File: src/rtl/vssr_map.svh
// constants of the voltage setpoint and status block
// assumes inclusion by bare name from the top module and the bench
`ifndef VSSR_MAP_SVH
`define VSSR_MAP_SVH

// ****************************************
// operation register fields
// ****************************************
`define VSSR_OP_CAL_BIT      0
`define VSSR_OP_WTG_BIT      5
`define VSSR_OP_CV_BIT       8
`define VSSR_OP_CC_BIT       10
`define VSSR_OP_USED_MASK    16'h0521
`define VSSR_OP_ENAB_MAX     16'h0521

// ****************************************
// questionable register fields
// ****************************************
`define VSSR_QU_OT_BIT       3
`define VSSR_QU_USED_MASK    16'h0008

// ****************************************
// status byte and error codes
// ****************************************
`define VSSR_ERR_RANGE       16'hFF22
`define VSSR_ERR_COMMAND     16'hFF9C
`define VSSR_ZERO16          16'h0000
`define VSSR_RSP_FIXED       16'h0000
`define VSSR_RSP_LIST        16'h0001
`define VSSR_RSP_VOLTAGE_SETPOINT        16'h0000
`define VSSR_RSP_CURR        16'h0001
`define VSSR_SYNC_STAGES     3

`endif

File: src/rtl/vssr_pkg.sv
// types of the voltage setpoint and status block
// assumes the map header sits beside it in rtl/
`default_nettype none

package vssr_pkg;

  typedef enum logic [4:0] {
    VSSR_CMD_NOP        = 5'h00,
    VSSR_CMD_VOLTAGE_SETPOINT_SET   = 5'h01,
    VSSR_CMD_VOLTAGE_SETPOINT_Q     = 5'h02,
    VSSR_CMD_CEIL_SET   = 5'h03,
    VSSR_CMD_CEIL_Q     = 5'h04,
    VSSR_CMD_TRIP_SET   = 5'h05,
    VSSR_CMD_TRIP_Q     = 5'h06,
    VSSR_CMD_PEND_SET   = 5'h07,
    VSSR_CMD_PEND_Q     = 5'h08,
    VSSR_CMD_MODE_SET   = 5'h09,
    VSSR_CMD_MODE_Q     = 5'h0A,
    VSSR_CMD_REG_Q      = 5'h0B,
    VSSR_CMD_OP_LIVE    = 5'h0C,
    VSSR_CMD_OP_MASK    = 5'h0D,
    VSSR_CMD_OP_MASK_Q  = 5'h0E,
    VSSR_CMD_OP_LATCH   = 5'h0F,
    VSSR_CMD_QU_LATCH   = 5'h10,
    VSSR_CMD_QU_LIVE    = 5'h11,
    VSSR_CMD_QU_MASK    = 5'h12,
    VSSR_CMD_QU_MASK_Q  = 5'h13,
    VSSR_CMD_PRESET     = 5'h14,
    VSSR_CMD_INIT       = 5'h15,
    VSSR_CMD_TRIGGER    = 5'h16,
    VSSR_CMD_LIST_EDIT  = 5'h17
  } vssr_cmd_t;

  typedef enum logic [1:0] {
    VSSR_QUAL_NONE = 2'h0,
    VSSR_QUAL_MIN  = 2'h1,
    VSSR_QUAL_MAX  = 2'h2
  } vssr_qual_t;

  typedef enum logic [0:0] {
    VSSR_SEQ_FIXED = 1'b0,
    VSSR_SEQ_LIST  = 1'b1
  } vssr_seq_t;

endpackage

`default_nettype wire

File: src/rtl/vssr_top.sv
// voltage setpoint, list-mode control and operation status of a dc source
// assumes a decoded command stream from the host interface on sys_clk;
// regulation and temperature flags arrive as asynchronous pins
//
// Function
// - mode defaults fixed; list selection starts sequence
// - list edits while running give command error
// - fixed during list aborts, restores prior settings
// - completed list leaves final step applied
// - mode query reports list or fixed
// - out-of-range protection value rejected, error -222
// - output above protection level trips breaker
// - protection query: value, factory max, min zero
// - pending trigger voltage above ceiling rejected, -222
// - setpoint above ceiling rejected, -222, old value kept
// - setpoint query: value, rated max, min zero
// - ceiling query returns last accepted ceiling
// - regulation query reports voltage or current
// - condition register is live, not latched
// - bit 10 cc, bit 8 cv, bits 15-11, 9 and 7-6 zero
// - bit 5 awaiting trigger, bits 4-1 zero
// - bit 0 set while computing calibration
// - operation mask takes 0..1313, gates summary
// - status bit 7 ORs masked operation events
// - operation event read returns and clears latch
// - overtemperature latches 8, condition holds 8
// - preset clears both enable masks
// - status bit 3 ORs masked questionable events
// - ceiling above protection level rejected, -222
`timescale 1ns/10ps
`default_nettype none
`include "vssr_map.svh"

module vssr_top
  import vssr_pkg::*;
#(
  parameter logic [15:0] RATED_VOLTAGE = 16'h03E8,
  parameter logic [15:0] TRIP_MAX      = 16'h044C
) (
  input  wire logic        sys_clk,
  input  wire logic        srst,
  input  wire logic        cmd_valid,
  input  wire vssr_cmd_t   cmd_code,
  input  wire vssr_qual_t  cmd_qual,
  input  wire logic [15:0] cmd_value,
  input  wire logic        cc_pin,
  input  wire logic        cv_pin,
  input  wire logic        ot_pin,
  input  wire logic        cal_busy,
  input  wire logic [15:0] vout_meas,
  input  wire logic        list_step_valid,
  input  wire logic [15:0] list_step_voltage_setpoint,
  input  wire logic        list_end,
  output logic             rsp_valid,
  output logic [15:0]      rsp_data,
  output logic             err_valid,
  output logic [15:0]      err_code,
  output logic [15:0]      vout_program,
  output logic             out_enable,
  output logic             breaker_trip,
  output logic             list_running,
  output logic             list_start,
  output logic             stb_oper_sum,
  output logic             stb_ques_sum
);

  // ****************************************
  // pin synchronisers
  // ****************************************
  logic [2:0] pin_raw;
  logic [2:0] sync1_reg, sync2_reg, sync3_reg, pin_flt_reg, pin_flt_next;
  assign pin_raw = {ot_pin, cv_pin, cc_pin};

  // a change counts only once stages two and three agree
  always_comb begin
    for (int i = 0; i < 3; i++) begin
      pin_flt_next[i] = (sync2_reg[i] == sync3_reg[i]) ? sync2_reg[i] : pin_flt_reg[i];
    end
  end

  always_ff @(posedge sys_clk) begin
    if (srst) begin
      sync1_reg   <= 3'h0;
      sync2_reg   <= 3'h0;
      sync3_reg   <= 3'h0;
      pin_flt_reg <= 3'h0;
    end else begin
      sync1_reg   <= pin_raw;
      sync2_reg   <= sync1_reg;
      sync3_reg   <= sync2_reg;
      pin_flt_reg <= pin_flt_next;
    end
  end

  // ****************************************
  // live conditions
  // ****************************************
  logic        wtg_reg, wtg_next;
  logic [15:0] op_cond, qu_cond;

  always_comb begin
    op_cond = `VSSR_ZERO16;
    op_cond[`VSSR_OP_CC_BIT]  = pin_flt_reg[0];
    op_cond[`VSSR_OP_CV_BIT]  = pin_flt_reg[1];
    op_cond[`VSSR_OP_WTG_BIT] = wtg_reg;
    op_cond[`VSSR_OP_CAL_BIT] = cal_busy;
    qu_cond = `VSSR_ZERO16;
    qu_cond[`VSSR_QU_OT_BIT]  = pin_flt_reg[2];
  end

  // ****************************************
  // command interpreter and status
  // ****************************************
  logic [15:0] vset_reg, vset_next, ceil_reg, ceil_next, trip_reg, trip_next;
  logic [15:0] pend_reg, pend_next, saved_reg, saved_next, vprog_reg, vprog_next;
  logic [15:0] op_prev_reg, op_prev_next, qu_prev_reg, qu_prev_next;
  logic [15:0] op_evt_reg, op_evt_next, qu_evt_reg, qu_evt_next;
  logic [15:0] op_mask_reg, op_mask_next, qu_mask_reg, qu_mask_next;
  logic [15:0] rsp_data_reg, rsp_data_next, err_code_reg, err_code_next;
  logic        rsp_valid_reg, rsp_valid_next, err_valid_reg, err_valid_next;
  logic        trip_flag_reg, trip_flag_next, start_reg, start_next;
  logic        out_en_reg, out_en_next;
  logic        osum_reg, osum_next, qsum_reg, qsum_next;
  vssr_seq_t   seq_reg, seq_next;
  logic        take;

  assign take = cmd_valid;

  always_comb begin
    vset_next      = vset_reg;
    ceil_next      = ceil_reg;
    trip_next      = trip_reg;
    pend_next      = pend_reg;
    saved_next     = saved_reg;
    vprog_next     = vprog_reg;
    seq_next       = seq_reg;
    wtg_next       = wtg_reg;
    op_mask_next   = op_mask_reg;
    qu_mask_next   = qu_mask_reg;
    rsp_valid_next = 1'b0;
    rsp_data_next  = rsp_data_reg;
    err_valid_next = 1'b0;
    err_code_next  = err_code_reg;
    start_next     = 1'b0;
    op_prev_next   = op_cond;
    qu_prev_next   = qu_cond;
    op_evt_next    = op_evt_reg;
    qu_evt_next    = qu_evt_reg;
    trip_flag_next = trip_flag_reg | (vout_meas > trip_reg);
    out_en_next    = ~trip_flag_next;
    // list steps drive the output, a natural end leaves the last one
    if (seq_reg == VSSR_SEQ_LIST) begin
      if (list_step_valid) begin
        vprog_next = list_step_voltage_setpoint;
      end
      if (list_end) begin
        seq_next = VSSR_SEQ_FIXED;
      end
    end
    if (take) begin
      case (cmd_code)
        VSSR_CMD_VOLTAGE_SETPOINT_SET: begin
          if (cmd_value > ceil_reg) begin
            err_valid_next = 1'b1;
            err_code_next  = `VSSR_ERR_RANGE;
          end else begin
            vset_next  = cmd_value;
            vprog_next = cmd_value;
          end
        end
        VSSR_CMD_VOLTAGE_SETPOINT_Q: begin
          rsp_valid_next = 1'b1;
          rsp_data_next  = (cmd_qual == VSSR_QUAL_MAX) ? RATED_VOLTAGE :
                           (cmd_qual == VSSR_QUAL_MIN) ? `VSSR_ZERO16 : vset_reg;
        end
        VSSR_CMD_CEIL_SET: begin
          if (cmd_value > trip_reg) begin
            err_valid_next = 1'b1;
            err_code_next  = `VSSR_ERR_RANGE;
          end else begin
            ceil_next = cmd_value;
          end
        end
        VSSR_CMD_CEIL_Q: begin
          rsp_valid_next = 1'b1;
          rsp_data_next  = ceil_reg;
        end
        VSSR_CMD_TRIP_SET: begin
          if (cmd_value > TRIP_MAX) begin
            err_valid_next = 1'b1;
            err_code_next  = `VSSR_ERR_RANGE;
          end else begin
            trip_next = cmd_value;
          end
        end
        VSSR_CMD_TRIP_Q: begin
          rsp_valid_next = 1'b1;
          rsp_data_next  = (cmd_qual == VSSR_QUAL_MAX) ? TRIP_MAX :
                           (cmd_qual == VSSR_QUAL_MIN) ? `VSSR_ZERO16 : trip_reg;
        end
        VSSR_CMD_PEND_SET: begin
          if (cmd_value > ceil_reg) begin
            err_valid_next = 1'b1;
            err_code_next  = `VSSR_ERR_RANGE;
          end else begin
            pend_next = cmd_value;
          end
        end
        VSSR_CMD_PEND_Q: begin
          rsp_valid_next = 1'b1;
          rsp_data_next  = pend_reg;
        end
        VSSR_CMD_MODE_SET: begin
          if (cmd_value[0] && seq_reg == VSSR_SEQ_FIXED) begin
            seq_next   = VSSR_SEQ_LIST;
            saved_next = vprog_reg;
            start_next = 1'b1;
          end else if (!cmd_value[0] && seq_reg == VSSR_SEQ_LIST) begin
            seq_next   = VSSR_SEQ_FIXED;
            vprog_next = saved_reg;
          end
        end
        VSSR_CMD_MODE_Q: begin
          rsp_valid_next = 1'b1;
          rsp_data_next  = (seq_reg == VSSR_SEQ_LIST) ? `VSSR_RSP_LIST : `VSSR_RSP_FIXED;
        end
        VSSR_CMD_REG_Q: begin
          rsp_valid_next = 1'b1;
          rsp_data_next  = pin_flt_reg[0] ? `VSSR_RSP_CURR : `VSSR_RSP_VOLTAGE_SETPOINT;
        end
        VSSR_CMD_OP_LIVE: begin
          rsp_valid_next = 1'b1;
          rsp_data_next  = op_cond;
        end
        VSSR_CMD_OP_MASK: begin
          if (cmd_value > `VSSR_OP_ENAB_MAX) begin
            err_valid_next = 1'b1;
            err_code_next  = `VSSR_ERR_RANGE;
          end else begin
            op_mask_next = cmd_value & `VSSR_OP_USED_MASK;
          end
        end
        VSSR_CMD_OP_MASK_Q: begin
          rsp_valid_next = 1'b1;
          rsp_data_next  = op_mask_reg;
        end
        VSSR_CMD_OP_LATCH: begin
          rsp_valid_next = 1'b1;
          rsp_data_next  = op_evt_reg;
          op_evt_next    = `VSSR_ZERO16;
        end
        VSSR_CMD_QU_LATCH: begin
          rsp_valid_next = 1'b1;
          rsp_data_next  = qu_evt_reg;
          qu_evt_next    = `VSSR_ZERO16;
        end
        VSSR_CMD_QU_LIVE: begin
          rsp_valid_next = 1'b1;
          rsp_data_next  = qu_cond;
        end
        VSSR_CMD_QU_MASK: begin
          qu_mask_next = cmd_value & `VSSR_QU_USED_MASK;
        end
        VSSR_CMD_QU_MASK_Q: begin
          rsp_valid_next = 1'b1;
          rsp_data_next  = qu_mask_reg;
        end
        VSSR_CMD_PRESET: begin
          op_mask_next = `VSSR_ZERO16;
          qu_mask_next = `VSSR_ZERO16;
        end
        VSSR_CMD_INIT: begin
          wtg_next = 1'b1;
        end
        VSSR_CMD_TRIGGER: begin
          if (wtg_reg) begin
            wtg_next   = 1'b0;
            vset_next  = pend_reg;
            vprog_next = pend_reg;
          end
        end
        VSSR_CMD_LIST_EDIT: begin
          if (seq_reg == VSSR_SEQ_LIST) begin
            err_valid_next = 1'b1;
            err_code_next  = `VSSR_ERR_COMMAND;
          end
        end
        default: begin
          err_valid_next = 1'b1;
          err_code_next  = `VSSR_ERR_COMMAND;
        end
      endcase
    end
    // new edges set after a read clears, so a same-cycle event survives
    op_evt_next = op_evt_next | (op_cond & ~op_prev_reg);
    qu_evt_next = qu_evt_next | (qu_cond & ~qu_prev_reg);
    osum_next   = |(op_evt_next & op_mask_next);
    qsum_next   = |(qu_evt_next & qu_mask_next);
  end

  always_ff @(posedge sys_clk) begin
    if (srst) begin
      vset_reg      <= `VSSR_ZERO16;
      ceil_reg      <= RATED_VOLTAGE;
      trip_reg      <= TRIP_MAX;
      pend_reg      <= `VSSR_ZERO16;
      saved_reg     <= `VSSR_ZERO16;
      vprog_reg     <= `VSSR_ZERO16;
      seq_reg       <= VSSR_SEQ_FIXED;
      wtg_reg       <= 1'b0;
      op_mask_reg   <= `VSSR_ZERO16;
      qu_mask_reg   <= `VSSR_ZERO16;
      op_prev_reg   <= `VSSR_ZERO16;
      qu_prev_reg   <= `VSSR_ZERO16;
      op_evt_reg    <= `VSSR_ZERO16;
      qu_evt_reg    <= `VSSR_ZERO16;
      rsp_valid_reg <= 1'b0;
      rsp_data_reg  <= `VSSR_ZERO16;
      err_valid_reg <= 1'b0;
      err_code_reg  <= `VSSR_ZERO16;
      trip_flag_reg <= 1'b0;
      out_en_reg    <= 1'b1;
      start_reg     <= 1'b0;
      osum_reg      <= 1'b0;
      qsum_reg      <= 1'b0;
    end else begin
      vset_reg      <= vset_next;
      ceil_reg      <= ceil_next;
      trip_reg      <= trip_next;
      pend_reg      <= pend_next;
      saved_reg     <= saved_next;
      vprog_reg     <= vprog_next;
      seq_reg       <= seq_next;
      wtg_reg       <= wtg_next;
      op_mask_reg   <= op_mask_next;
      qu_mask_reg   <= qu_mask_next;
      op_prev_reg   <= op_prev_next;
      qu_prev_reg   <= qu_prev_next;
      op_evt_reg    <= op_evt_next;
      qu_evt_reg    <= qu_evt_next;
      rsp_valid_reg <= rsp_valid_next;
      rsp_data_reg  <= rsp_data_next;
      err_valid_reg <= err_valid_next;
      err_code_reg  <= err_code_next;
      trip_flag_reg <= trip_flag_next;
      out_en_reg    <= out_en_next;
      start_reg     <= start_next;
      osum_reg      <= osum_next;
      qsum_reg      <= qsum_next;
    end
  end

  assign rsp_valid    = rsp_valid_reg;
  assign rsp_data     = rsp_data_reg;
  assign err_valid    = err_valid_reg;
  assign err_code     = err_code_reg;
  // breaker holds the output off until reset
  assign vout_program = vprog_reg;
  assign out_enable   = out_en_reg;
  assign breaker_trip = trip_flag_reg;
  assign list_running = (seq_reg == VSSR_SEQ_LIST);
  assign list_start   = start_reg;
  assign stb_oper_sum = osum_reg;
  assign stb_ques_sum = qsum_reg;
endmodule

`default_nettype wire

File: config.mk
export PLATFORM = sky130hd
export DESIGN_NAME = vssr_top
export DESIGN_NICKNAME = d
export VERILOG_FILES = /design/src/rtl/vssr_pkg.sv /design/src/rtl/vssr_top.sv
export VERILOG_INCLUDE_DIRS = /design/src /design/src/rtl
export SDC_FILE = /design/constraint.sdc
export NUM_CORES = 1
export LEC_CHECK = 0
export ABC_AREA = 1
export BUFFER_PORTS_ARGS = -buffer_cell sky130_fd_sc_hd__buf_2
export CAP_MARGIN = 40
export CORE_ASPECT_RATIO = 0.9
export CORE_MARGIN = 2
export CORE_UTILIZATION = 45
export CTS_CLUSTER_SIZE = 16
export DETAILED_ROUTE_END_ITERATION = 8
export PLACE_DENSITY = 0.67
export SETUP_SLACK_MARGIN = 0.02
export SLEW_MARGIN = 25
export SYNTH_ARGS = -nofsm -noshare
export SYNTH_HDL_FRONTEND = slang
export SYNTH_SLANG_ARGS = --single-unit
File: constraint.sdc
create_clock -name sys_clk -period 4.89 [get_ports sys_clk]
set_clock_uncertainty 0.1 [all_clocks]
set_input_delay 0.2445 -clock sys_clk [delete_from_list [all_inputs] [get_ports sys_clk]]
set_output_delay 0.2445 -clock sys_clk [all_outputs]
set_load 0.1 [all_outputs]
Word-level counts from Yosys, hierarchy flattened

Index checks and enable logic that the tools add are counted.

Flip-flop bits (word level): 245
Input bits: 64
Output and inout bits: 56
Word-level logic and storage cells: 157

Order comparisons: 5
Eq/ne operators: 35
Muxes and demuxes: 48
Bitwise operators: 17
Reductions and logical operators: 21

Operators with widths:

| kind                                                 | number |
|---|---|
| two-way mux 16 bit                                   | 25 |
| one-hot mux 16 bit (12 select lines)                 | 1 |
| one-hot mux 16 bit (2 select lines)                  | 3 |
| one-hot mux 16 bit (6 select lines)                  | 1 |
| > comparator 16 bit                                  | 3 |
| one-hot mux 16 bit (3 select lines)                  | 1 |
| == test 5 x 4 -> 1 bit, second input constant        | 8 |
| == test 5 bit, second input constant                 | 8 |
| AND 16 bit                                           | 2 |
| > comparator 16 x 11 -> 1 bit, second input constant | 2 |
| NOT 16 bit                                           | 2 |
| OR 16 bit                                            | 2 |
| OR reduction 16 bit                                  | 2 |
| == test 5 x 3 -> 1 bit, second input constant        | 4 |
| OR reduction 17 bit                                  | 1 |
| AND 11 x 16 -> 16 bit                                | 1 |
| AND 4 x 16 -> 16 bit                                 | 1 |
| two-way mux 1 bit                                    | 15 |
| != test 2 bit, second input constant                 | 6 |
| AND reduction 3 bit                                  | 4 |
| nonzero test 12 bit                                  | 1 |
| OR reduction 12 bit                                  | 1 |
| == test 5 x 2 -> 1 bit, second input constant        | 2 |
| NOT 1 bit                                            | 8 |
| other kinds (16)                                     | 22 |

Depth between registers and ports, before layout

Word-level depth: 6
Gate-level depth with buffers: 18
Mapped depth without buffers: 17

Least setup slack after synthesis

No wires, ideal clock.

Kind: register to register
Start: register seq_reg, in the netlist list_running
End: register vprog_reg[15], in the netlist vout_program[15]
Setup time: 126 ps
Arrival: 2014 ps
Required time: 4664 ps
Path slack: 2650 ps
Cell stages (with the launch flop): 7
Path buffers: 1
Clock period less this slack: 2240 ps
Cells stage by stage: dfxtp_1 nand2_1 clkbuf_1 o21ai_0 o21ai_0 a22oi_1 a31oi_1

Longest elaborated chain between the ends: 5
Elaborated cells on any way between the ends: 10
Classes of those cells: 7 x mux; 1 x bitwise; 2 x reduce/logical

Ends and longest elaborated chain:

| what                                                           | RTL line                         | RTL |
|---|---|---|
| start: declaration                                             | vssr_top.sv:124                  | `vssr_seq_t seq_reg, seq_next;` |
| start signal: assignment                                       | vssr_top.sv:333                  | `seq_reg <= seq_next;` |
| two-way mux 16 bit (tied with other cells)                     | vssr_top.sv:152                  | `if (seq_reg == VSSR_SEQ_LIST) begin` |
| two-way mux 16 bit / logical AND 1 bit (equally long branches) | vssr_top.sv:218, vssr_top.sv:214 |  |
| two-way mux 16 bit                                             | vssr_top.sv:214                  | `if (cmd_value[0] && seq_reg == VSSR_SEQ_FIXED) begin` |
| one-hot mux 16 bit (3 select lines)                            | vssr_top.sv:161                  | `case (cmd_code)` |
| two-way mux 16 bit *                                           | vssr_top.sv:160                  | `if (take) begin` |
| end signal: assignment                                         | vssr_top.sv:308                  | `` vprog_reg <= `VSSR_ZERO16; `` |
| end signal: assignment                                         | vssr_top.sv:332                  | `vprog_reg <= vprog_next;` |
| end: declaration                                               | vssr_top.sv:115                  | `logic [15:0] pend_reg, pend_next, saved_reg, saved_next, vprog_reg, vprog_next;` |

Mark *: on every way between the ends. The rest lies on a longest branch, timed or not.
A chain may end at the register's enable or synchronous reset.

Worst setup path after layout

Start: input port cmd_value[15]
End: register vset_reg[14]

Longest elaborated chain between the ends: 3

Ends and longest elaborated chain:

| what                                 | RTL line        | RTL |
|---|---|---|
| start: declaration                   | vssr_top.sv:45  | `input wire logic [15:0] cmd_value,` |
| > comparator 16 bit                  | vssr_top.sv:163 | `if (cmd_value > ceil_reg) begin` |
| != test 2 bit (no source line)       | --              |  |
| AND reduction 4 bit (no source line) | --              |  |
| end signal: assignment               | vssr_top.sv:303 | `` vset_reg <= `VSSR_ZERO16; `` |
| end signal: assignment               | vssr_top.sv:327 | `vset_reg <= vset_next;` |
| end: declaration                     | vssr_top.sv:114 | `logic [15:0] vset_reg, vset_next, ceil_reg, ceil_next, trip_reg, trip_next;` |

No other way between the ends.

==> impl_metrics.env <==
export IMPL_status="finished, final reports clean"
export IMPL_internal_power_mw=2.99
export IMPL_cts_tree="done"
export IMPL_clkPwrFrac_pct=45.4
export IMPL_seq_area_sq_um=4100
export IMPL_drtIter0Drc=1252
export IMPL_grt_overflow=0
export IMPL_num_vias=10671
export IMPL_wirelength_um=34900
export IMPL_end_kind="register"
export IMPL_wl_per_cell_um=18.2
export IMPL_clk_pin_slew_worst_paths_ps=60
export IMPL_criticalPathCategory="in2reg"
export IMPL_synth_enable_flop_cells=0
export IMPL_die_y_um=150
export IMPL_nFillCells=2320
export IMPL_nNetsFinal=1715
export IMPL_gp_congestion=0.996
export IMPL_cp_cell_sequence="dlygate4sd3_1 > buf_2 > ha_1 > nand2_1 > inv_1 > nand3_1 > nor3_1 > nand2_1 > nand2_1 > nand3_1 > nand2_1 > inv_1 > nor2_1 > nor2_1"
export IMPL_fin_ws_ps=1950
export IMPL_syn_to_final_growth_pct=15.9
export IMPL_crit_fanout=17
export IMPL_cts_max_path_buffers=3
export IMPL_crit_top_cell="nand2_1"
export IMPL_io_buffer_count=117
export IMPL_synthCells=1513
export IMPL_post_place_ws_ps=2000
export IMPL_root_buffer="clkbuf_16"
export IMPL_switching_share_pct=28.5
export IMPL_grt_max_degree=85
export IMPL_synth_ff_type="dfxtp_1"
export IMPL_ys_seq_area_share_pct=38.5
export IMPL_power_leakage_nw=5.36
export IMPL_drtPass1Iterations=5
export IMPL_ir_drop_uv=249
export IMPL_initial_core_util_pct=45.7
export IMPL_hold_path_class="in2reg"
export IMPL_syn_area_sq_um=10700
export IMPL_worst_pin_slew_ps=896
export IMPL_yosysWarnings=0
export IMPL_ys_ff_latch=205
export IMPL_final_min_clock_period_ps=2940
export IMPL_powerDensity_nw_per_um2=339
export IMPL_crit_buf_inv=4
export IMPL_p_sw_mw=1.19
export IMPL_start_kind="input port"
export IMPL_synth_distinct_cells=44
export IMPL_min_period_over_period_pct=60.1
export IMPL_post_route_drc_count=0
export IMPL_rsz0062_at_grt="false"
export IMPL_grt_pass1_wl_um=54500
export IMPL_dp_hpwl_um=25900
export IMPL_clock_latency_ps=530
export IMPL_cts_resized=0
export IMPL_dieArea_sq_um=24900
export IMPL_setup_viol=0
export IMPL_max_stage_delay_ps=530
export IMPL_grt_antenna_before_repair=0
export IMPL_syn_avg_cell_area_sq_um=7.05
export IMPL_ant_nets=0
export IMPL_pwr_share_seq_pct=41.0
export IMPL_ioPinCount=120
export IMPL_fp_dieW_um=166
export IMPL_core_area_sq_um=23300
export IMPL_cts_buffers=24
export IMPL_total_power_mw=4.19
export IMPL_multiInputGateArea_sq_um=5350
export IMPL_num_antenna_cells=0
export IMPL_viasPerCell=5.56
export IMPL_arrival_ps=3250
export IMPL_cp_top_family="simple AND/OR/NAND/NOR gates"
export IMPL_grt_pass1_vias=9795
export IMPL_fmax_mhz=340
export IMPL_combPwrFrac_pct=13.6
export IMPL_clock_sinks=205
export IMPL_max_slew_margin_pct=39.9
export IMPL_rows=53
export IMPL_finalMaxSlewViolations=0
export IMPL_hold_violations=0
export IMPL_setup_tns_ps=0
export IMPL_drive_gt1_share_pct=13.7
export IMPL_synthArstFlopShare_pct=0
export IMPL_track_usage_pct=27.6
export IMPL_htreeDepth=1
export IMPL_maxCapViolCount=0
export IMPL_cpMaxStageDelayCell="dlygate4sd3_1"
export IMPL_required_ps=5200
[cell families after synthesis]
logic type	count (synthesis)	synth area share [%]
AO/OA/AOI/OAI	414	22.1
adder cells (fa/ha/maj)	48	5.63
buffers and inverters	297	11.4
flip-flops	205	38.5
multiplexers	1	0.106
other	1	0.0352
AND/OR/NAND/NOR	547	22.3
[layer usage]
layer	vias up	routed length (um)	part of all wire, %	track usage, %
met5	-	84	0.24	2.57
met4	2	1250	3.6	9.27
met3	83	3080	8.8	6.19
met2	437	14400	41	41.3
met1	4923	16100	46	39.2
li1	5226	-	-	-
[worst paths after layout]
| check | startpoint | endpoint | slack, ps | cells past startpoint |
|---|---|---|---|---|
| min reg2reg | sync1_reg[2] | sync2_reg[2] | 300 | 2 |
| min | cmd_value[12] | pend_reg[12] | 20 | 3 |
| max reg2reg | ceil_reg[15] | vset_reg[14] | 1960 | 13 |
| max | cmd_value[15] | vset_reg[14] | 1950 | 14 |
[power by group through the flow]
stage / clock network (mW) / registers [mW] / logic (mW)
global placement: 0 / 1.75 / 0.549
global route: 1.99 / 1.72 / 0.609
detailed placement: 0 / 1.75 / 0.552
CTS: 1.92 / 1.72 / 0.561
floorplan: 0 / 1.90 / 0.282
finish: 1.90 / 1.72 / 0.569
[synthesized netlist by cell type (8+ instances only)]
| cell | count | share of area (%) |
|---|---|---|
| nand2_1 | 258 | 9.1 |
| dfxtp_1 | 205 | 38 |
| inv_1 | 194 | 6.8 |
| o21ai_0 | 178 | 8.4 |
| nor2_1 | 157 | 5.5 |
| a21oi_1 | 102 | 4.8 |
| clkbuf_1 | 53 | 1.9 |
| ha_1 | 48 | 5.6 |
| nand3_1 | 43 | 2.0 |
| nor3_1 | 31 | 1.5 |
| a31oi_1 | 30 | 1.8 |
| o211ai_1 | 26 | 1.8 |
| o22ai_1 | 20 | 1.2 |
| nand4_1 | 19 | 1.1 |
| a22oi_1 | 17 | 1.2 |
| buf_4 | 16 | 1.1 |
| buf_2 | 15 | 0.70 |
| inv_2 | 14 | 0.49 |
| nor2_2 | 10 | 0.59 |
| o21ai_1 | 10 | 0.47 |
| nand3b_1 | 8 | 0.56 |
[worst min-delay path: stages]
cell and delay, ps:
buf_2 140, o21ai_0 90, a21oi_1 110
[what timing repair did]
action,4_1_cts,5_1_grt
endpoints found under the hold margin,20,0
buffers inserted,0,0
hold buffers,12,0
[cells in the final DEF, fill, tap and decap left out, types with 11 or more instances in the layout]
cell type | Yosys | layout
a21oi_1 | 102 | 102
a22oi_1 | 17 | 17
a31oi_1 | 30 | 30
buf_2 | 15 | 119
buf_4 | 16 | 13
clkbuf_16 | 0 | 25
dfxtp_1 | 205 | 205
dlygate4sd3_1 | 0 | 12
ha_1 | 48 | 48
inv_1 | 194 | 194
inv_2 | 14 | 15
nand2_1 | 258 | 258
nand3_1 | 43 | 43
nand4_1 | 19 | 19
nor2_1 | 157 | 156
nor2_2 | 10 | 11
nor3_1 | 31 | 31
o211ai_1 | 26 | 26
o21ai_0 | 178 | 178
o22ai_1 | 20 | 20
[area by class of cell]
| class | count | share of cell area (%) |
|---|---|---|
| clock buffers | 34 | 5.82 |
| flip-flops and latches | 205 | 33.2 |
| inverters | 209 | 6.35 |
| multi-input cells | 1012 | 43.3 |
| repair buffers | 151 | 7.32 |
| clock inverters | 7 | 0.982 |
| well taps | 302 | 3.06 |
[through the flow]
step | std cells | instance area, sq um | hold WS, ps | utilization (%)
after global routing | 1920 | 12400 | 19.9 | 52.9
after CTS | 1916 | 12300 | 1.31 | 52.7
after global placement | 1858 | 11300 | 296 | 48.4
final | 1920 | 12400 | 15.2 | 52.9
after floorplan | 1514 | 10700 | 251 | -
after detailed placement | 1863 | 11300 | 296 | 48.6
Power figures use the tool's default switching activity.
